$ cat src/rtl/mpd_pkg.sv
// mpd_pkg: constants and types shared by the motor position logic
// assumes a single 125 mhz clock domain
package mpd_pkg;
	localparam int         COUNT_WIDTH = 8;
	localparam logic [7:0] COUNT_ZERO  = 8'h7f;   // zero shaft position, also setpoint
	localparam logic [7:0] RAMP_TOP    = 8'hff;   // ramp counter wraps after this value
	localparam logic [7:0] RAMP_START  = 8'h00;
	localparam logic [7:0] SAMPLE_INIT = 8'h00;

	// quadrature step decoded from one phase sample pair
	typedef enum logic [2:0] {
		STEP_NONE = 3'b001,
		STEP_UP   = 3'b010,
		STEP_DOWN = 3'b100
	} mpd_step_type;
endpackage

$ cat src/rtl/mpd_quad_if.sv
// mpd_quad_if: decoded step from the quadrature decoder to the position logic
// assumes both ends share clk
`timescale 1ns/10ps
interface mpd_quad_if;
	mpd_pkg::mpd_step_type step;
	logic                  dir_ccw;

	modport decoder (output step, output dir_ccw);
	modport user    (input step, input dir_ccw);
endinterface

$ cat src/rtl/mpd_quad_decoder.sv
// mpd_quad_decoder: clocked quadrature decoder for encoder phases a and b
// assumes phases are already synchronous to clk
`timescale 1ns/10ps
module mpd_quad_decoder (
	input  wire logic   clk,
	input  wire logic   arst_n,
	input  wire logic   phase_a,
	input  wire logic   phase_b,
	mpd_quad_if.decoder quad
);
	typedef struct packed {
		logic a;
		logic b;
	} mpd_dec_state_type;

	mpd_dec_state_type state;
	mpd_dec_state_type next_state;

	// compare previous and current phase pair; x1 decode on rising edges of a
	always_comb begin
		next_state.a = phase_a;
		next_state.b = phase_b;
		quad.step    = mpd_pkg::STEP_NONE;
		quad.dir_ccw = 1'b0;
		if (phase_a && !state.a) begin
			// b low on rising a means clockwise travel
			quad.step    = phase_b ? mpd_pkg::STEP_DOWN : mpd_pkg::STEP_UP;
			quad.dir_ccw = phase_b;
		end
	end

	always_ff @(posedge clk or negedge arst_n) begin
		if (!arst_n) begin
			state <= '0;
		end else begin
			state <= next_state;
		end
	end
endmodule

$ cat src/rtl/mpd_motor_position.sv
// mpd_motor_position: position count, pwm from a digitised correction, zero blanking
// assumes encoder phases and correction sample synchronous to clk
// assumes the encoder holds phase a low for a cycle between slots
// assumes the motor driver reads speed and direction as plain levels
//
// Summary of operation
// an 8-bit up/down count tracks encoder slots, up clockwise and down counter-clockwise.
// the count starts at 127, the zero position and loop setpoint.
// when bits 0 to 6 are high and the top bit is low the speed output is held low.
// at any other count the pwm output passes to the speed output unchanged.
// direction output from the direction flip-flop is low clockwise, high counter-clockwise.
// the 8-bit correction sample is compared against the ramp counter to form the duty.
// both encoder phases feed direction detection and the clocked quadrature decoder.
// zero blanking is decided from the current count every cycle.
`timescale 1ns/10ps
module mpd_motor_position (
	// clock and reset
	input  wire logic       clk,
	input  wire logic       arst_n,
	// encoder phases
	input  wire logic       phase_a,
	input  wire logic       phase_b,
	// digitised correction from the analog loop
	input  wire logic [7:0] correction_sample,
	// motor driver side, and the position count for the outer loop
	output logic            motor_speed,
	output logic            direction,
	output logic [7:0]      position_count
);
	// all state of the block, grouped by function
	typedef struct packed {
		// shaft position in encoder slots
		logic [7:0] count;
		// pwm generator
		logic [7:0] ramp_counter;
		logic [7:0] sample;
		logic       pwm;
		// drive direction held between steps
		logic       direction_flip_flop;
	} mpd_state_type;

	// registered state and its next value
	mpd_state_type state;
	mpd_state_type next_state;
	logic          at_zero;
	logic          count_top_bit;
	// helper values built from the state and the decoded step
	logic          step_seen;      // decoder reported a rising edge of phase a
	logic          ramp_wrap;      // ramp at the last value of its period
	logic [7:0]    next_count;     // count after the decoded step
	logic          next_direction; // direction flip-flop input
	logic [7:0]    next_ramp;      // ramp counter input
	logic [7:0]    next_sample;    // held correction sample input
	logic          next_pwm;       // comparator result for the next cycle

	// one step of the count; wraps at 8 bits as a plain binary counter would,
	// so an overrun folds around instead of sticking at an end stop
	function automatic logic [7:0] count_after(
		input logic [7:0]            count,
		input mpd_pkg::mpd_step_type step
	);
		logic [7:0] result;
		unique case (step)
			mpd_pkg::STEP_UP:   result = count + 8'h01;
			mpd_pkg::STEP_DOWN: result = count - 8'h01;
			mpd_pkg::STEP_NONE: result = count;
			default:            result = count;
		endcase
		return result;
	endfunction

	// any decoded step, in either direction;
	// a falling edge of phase a never counts
	function automatic logic step_moves(
		input mpd_pkg::mpd_step_type step
	);
		return step != mpd_pkg::STEP_NONE;
	endfunction

	// zero position: low bits all high, top bit low; no pipeline delay
	function automatic logic is_zero_position(
		input logic [6:0] low_bits,
		input logic       top_bit
	);
		return (&low_bits) && !top_bit;
	endfunction

	// ramp has reached the last value of its period;
	// shared by the ramp itself and the sample latch
	function automatic logic ramp_at_top(
		input logic [7:0] ramp
	);
		return ramp == mpd_pkg::RAMP_TOP;
	endfunction

	// free-running ramp, back to the start value after the top;
	// the period stays 256 cycles whatever the sample
	function automatic logic [7:0] ramp_after(
		input logic [7:0] ramp
	);
		logic [7:0] result;
		if (ramp_at_top(ramp)) begin
			result = mpd_pkg::RAMP_START;
		end else begin
			result = ramp + 8'h01;
		end
		return result;
	endfunction

	// sample taken only at the wrap, so a duty change never splits a period
	function automatic logic [7:0] sample_after(
		input logic [7:0] held,
		input logic [7:0] fresh,
		input logic       wrap
	);
		logic [7:0] result;
		if (wrap) begin
			result = fresh;
		end else begin
			result = held;
		end
		return result;
	endfunction

	// direction only moves on a step, so it holds while the shaft rests
	function automatic logic direction_after(
		input logic held,
		input logic ccw,
		input logic moved
	);
		logic result;
		if (moved) begin
			result = ccw;
		end else begin
			result = held;
		end
		return result;
	endfunction

	// comparator: high while the sample exceeds the ramp, duty is sample/256;
	// a sample of 255 therefore never reaches a full duty
	function automatic logic pwm_level(
		input logic [7:0] sample,
		input logic [7:0] ramp
	);
		return sample > ramp;
	endfunction

	// blanking mux; the zero position wins over any duty so the motor rests
	function automatic logic gate_speed(
		input logic pwm,
		input logic blank
	);
		logic result;
		if (blank) begin
			result = 1'b0;
		end else begin
			result = pwm;
		end
		return result;
	endfunction

	// decoded step travels in the quadrature interface
	mpd_quad_if quad ();

	// x1 decoder on the encoder phases
	mpd_quad_decoder u_decoder (
		.clk     (clk),
		.arst_n  (arst_n),
		.phase_a (phase_a),
		.phase_b (phase_b),
		.quad    (quad.decoder)
	);

	// zero detect from the live count, no pipeline delay
	assign count_top_bit = state.count[mpd_pkg::COUNT_WIDTH-1];
	assign at_zero       = is_zero_position(state.count[mpd_pkg::COUNT_WIDTH-2:0],
	                                        count_top_bit);

	// step decode shared by the count and the direction flip-flop
	assign step_seen      = step_moves(quad.step);
	assign next_count     = count_after(state.count, quad.step);
	assign next_direction = direction_after(state.direction_flip_flop,
	                                        quad.dir_ccw,
	                                        step_seen);

	// ramp and comparator; the compare uses the registered sample only
	assign ramp_wrap   = ramp_at_top(state.ramp_counter);
	assign next_ramp   = ramp_after(state.ramp_counter);
	assign next_sample = sample_after(state.sample, correction_sample, ramp_wrap);
	assign next_pwm    = pwm_level(state.sample, state.ramp_counter);

	// every register input comes from the helpers above
	always_comb begin
		next_state                     = state;
		next_state.count               = next_count;
		next_state.direction_flip_flop = next_direction;
		next_state.ramp_counter        = next_ramp;
		next_state.sample              = next_sample;
		next_state.pwm                 = next_pwm;
	end

	// reset puts the shaft at zero with the motor stopped
	always_ff @(posedge clk or negedge arst_n) begin
		if (!arst_n) begin
			// constants only, so reset never depends on other logic
			state.count               <= mpd_pkg::COUNT_ZERO;
			state.ramp_counter        <= mpd_pkg::RAMP_START;
			state.sample              <= mpd_pkg::SAMPLE_INIT;
			state.pwm                 <= 1'b0;
			state.direction_flip_flop <= 1'b0;
		end else begin
			state <= next_state;
		end
	end

	// blanking mux on the registered pwm, so the zero stop needs no extra cycle
	assign motor_speed    = gate_speed(state.pwm, at_zero);
	// direction pin straight from the direction flip-flop
	assign direction      = state.direction_flip_flop;
	// position count for the outer loop, straight from the counter
	assign position_count = state.count;
endmodule

$ cat config.mk
export PLATFORM = sky130hd
export DESIGN_NAME = mpd_motor_position
export DESIGN_NICKNAME = d
export VERILOG_FILES = /design/src/rtl/mpd_pkg.sv /design/src/rtl/mpd_quad_if.sv /design/src/rtl/mpd_quad_decoder.sv /design/src/rtl/mpd_motor_position.sv
export SDC_FILE = /design/constraint.sdc
export NUM_CORES = 1
export LEC_CHECK = 0
export BUFFER_PORTS_ARGS = -buffer_cell sky130_fd_sc_hd__buf_2
export CORE_UTILIZATION = 50
export CTS_CLUSTER_SIZE = 20
export DETAILED_ROUTE_END_ITERATION = 8
export PLACE_DENSITY = 0.73
export SLEW_MARGIN = 20
export SYNTH_ARGS = -nofsm -noshare
export SYNTH_HDL_FRONTEND = slang
export SYNTH_SLANG_ARGS = --single-unit
$ cat constraint.sdc
create_clock -name clk -period 1.62 [get_ports clk]
set_input_delay 0.081 -clock clk [delete_from_list [all_inputs] [get_ports clk]]
set_output_delay 0.081 -clock clk [all_outputs]
set_load 0.05 [all_outputs]
==> results.ini <==
[outcome]
status = complete, but fails checks
violations = negative setup slack

[sta]
relSlewSlack_pct = 60.7
rsz0062_at_grt = yes
setup_viol = 3
fin_crit_sh_pct = 107
drv_slew = 0
skew_ps = 2.85
fin_crit_ps = 1740
worst_pin_slew_ps = 589
setup_tns_ps = -227
worst_slack_ps = -119
fmax_mhz = 575
hold_viol = 0

[placement]
dp_hpwl_um = 2180
placedCellCount = 214
place.gp.congestion = 0.804
io_buffers = 21

[setup_path]
r2r_setup_slack_ps = -70
cp_data_arrival_time_ps = 1660
r2r_start = u_decoder.state[1]
setup.worst_path.end = motor_speed
cp_max_fo = 10
crit_path_start_kind = flip-flop
reg2reg_to = position_count[6]
reg2regPathDepth = 7
critPathRequiredTime_ps = 1540
worstSetupEndpointType = primary output
crit_start = position_count[1]
path_class = reg2out

[global_route]
grtUsageMet1_pct = 27.1
use_met3_pct = 2.64
grt_pass1_wl_um = 5220
use_met2_pct = 34.8
grt.overflow.total = 0
grt_usage_pct = 20.6
grt_pass1_vias = 1148
busiest_layer = met2
antenna_found_initial = 0
grt_start_max_net_pins = 28

[floorplanning]
initial_core_util_pct = 52.6
die_h_um = 58.7
die_area_um2 = 3440
core_um2 = 3050
pin_count = 22
dieWidth_um = 58.7
rows = 20

[detailed_routing]
viasPerCell = 5.26
drt_iter0_drc = 43
num_vias = 1235
dr.pass1.iters = 4
drtAntennaViolNets = 0
wl_per_cell_um = 13.5
totalWireLength_um = 3180
drc = 0

[yosys]
synth_xor_area_share_pct = 7.09
syn_avg_cell_area_um2 = 10.6
synth_warnings = 0
synth.area.mux_share_pct = 8.26
syn_nets = 174
synth_top_family_by_area = simple AND/OR/NAND/NOR gates
synth.cell_area_um2 = 1610
synthSimpleGateAreaFrac_pct = 18.8
synth_top_area_share_pct = 31.2
ys_types = 41
yosys.area.top_type = dfrtp_1
synth_compound_area_share_pct = 7.79
synth_seq_area_share_pct = 42.6
ys_seq_elements = 27
post_synth_inst_count = 152
synth_adder_area_share_pct = 7.79
synthTopCellsByArea = dfrtp_1, dfstp_2, ha_1

[power]
peakVddDrop_uv = 635
seqPwrFrac_pct = 45.3
p_clk_share_pct = 12.6
total_power_mw = 2.32
sw_frac_of_total_pct = 44.8
power.share.combinational_pct = 42.1
p_per_area_nw_per_um2 = 1160
p_leak_nw = 0.956
p_switching_mw = 1.04
intPower_mw = 1.28

[clock_tree]
clock_latency_ps = 320
cts_max_path_buffers = 2
numCtsBuffers = 3
clk_pin_slew_worst_paths_ps = 140
cts_tree = done
htreeDepth = 1
root_buffer = clkbuf_4
cts.sinks = 27

[worst_hold_path]
hold_class = in2reg
hp-start = phase_b

[layout]
layout.nets = 214
final_util_pct = 65.5
n_fill_cell = 252
syn2layout_area_growth_pct = 24.6
drive_gt1_share_pct = 35.1
multi_input_area_um2 = 857
num_antenna_cells = 0
register_area_um2 = 684
instances_no_fill = 235

[run]
max_cap_violations = 0

-- power by group through the flow --
stage / clock (mW) / combinational, mW / sequential, mW
finish: 0.293 / 0.975 / 1.05
detailed placement: 0 / 0.876 / 1.04
global placement: 0 / 0.861 / 1.03
global route: 0.335 / 1.05 / 1.08
CTS: 0.302 / 0.922 / 1.03
floorplan: 0 / 0.860 / 0.977
-- through the flow --
stage,hold WS [ps],setup WS [ps],area [um^2]
floorplan,-215,-81.1,1620
global placement,117,-49.6,1760
detailed placement,119,-143,1760
CTS,92.8,-128,1930
global route,118,-214,2000
finish,124,-119,2000
-- per-layer routing --
metal	share of wire (%)	vias up	routed length, um
met1	44	602	1400
met5	0	-	0
met2	51	30	1620
met3	3.4	5	107
met4	1.5	0	47
li1	-	598	-
-- registers in the layout (all words and copies together) (netlist names) --
name             count
u_decoder.state      1
direction            1
state               17
position_count       8
-- logic make-up (layout without fill, tap and decap cells) --
kind of cell / count (synthesis) / after routing
AOI/OAI and AO/OA: 19 / 19
xor gates and xnor gates: 13 / 13
muxes: 10 / 10
buffers and inverters: 22 / 61
adders and majority gates: 10 / 10
DFF: 27 / 27
and+or+nand+nor: 51 / 51
-- how the worst min path moves through the flow --
stage / to / depth (start not counted)
3_5_place_dp: state[7] / 1
5_1_grt: position_count[0] / 3
2_1_floorplan: direction / 0
4_1_cts: position_count[7] / 3
3_3_place_gp: position_count[7] / 1
6_report: position_count[7] / 3
-- layout by cell type (no fill, tap or decap), types with 5 or more instances in the layout --
cell type | netlist | routed
inv_1 | 10 | 10
dlygate4sd3_1 | 0 | 10
xnor2_1 | 11 | 11
dfstp_2 | 7 | 7
mux2_4 | 6 | 8
nand2_1 | 7 | 7
o21ai_0 | 7 | 5
buf_2 | 2 | 20
dfrtp_1 | 20 | 20
and3_1 | 6 | 5
buf_4 | 8 | 14
nor2_1 | 12 | 12
ha_1 | 10 | 8
-- synthesized netlist by cell type, drive strengths merged --
library cell and n:
dfstp 7, o211a 1, a21o 3, nand2 8
and3 7, o211ai 1, o31ai 1, xor2 2
xnor2 11, buf 11, nand4b 1, mux2i 2
nand3b 1, ha 10, nor4 2, mux2 8
nor2b 4, and4 2, and4b 1, nor3 3
or3 1, a31oi 1, nand2b 2, nor4b 1
a211oi 3, clkbuf 1, dfrtp 20, and2 2
o21ai 7, inv 10, nand4 2, o2111ai 1
nand3 2, nor2 12, a21oi 1
-- cell type report --
| cell class | count | area share (%) |
|---|---|---|
| multi-input cells | 103 | 42.9 |
| flip-flops and latches | 27 | 34.2 |
| repair buffers | 47 | 17.0 |
| well taps | 44 | 2.75 |
| inverters | 10 | 1.88 |
| clock buffers | 4 | 1.31 |
-- repair_timing --
action,CTS,global route
hold buffers,10,0
hold endpoints to repair,29,0
buffers inserted,4,4
pin swaps,4,4
setup endpoints to repair,7,14
resized for setup,7,9
-- critical path: stages (launching register included) --
cell	delay [ps]
dfstp_2	570
buf_6	130
and4_1	190
and3_4	190
a31oi_2	90
buf_6	160
No activity file was read; power rests on OpenSTA's default activity.
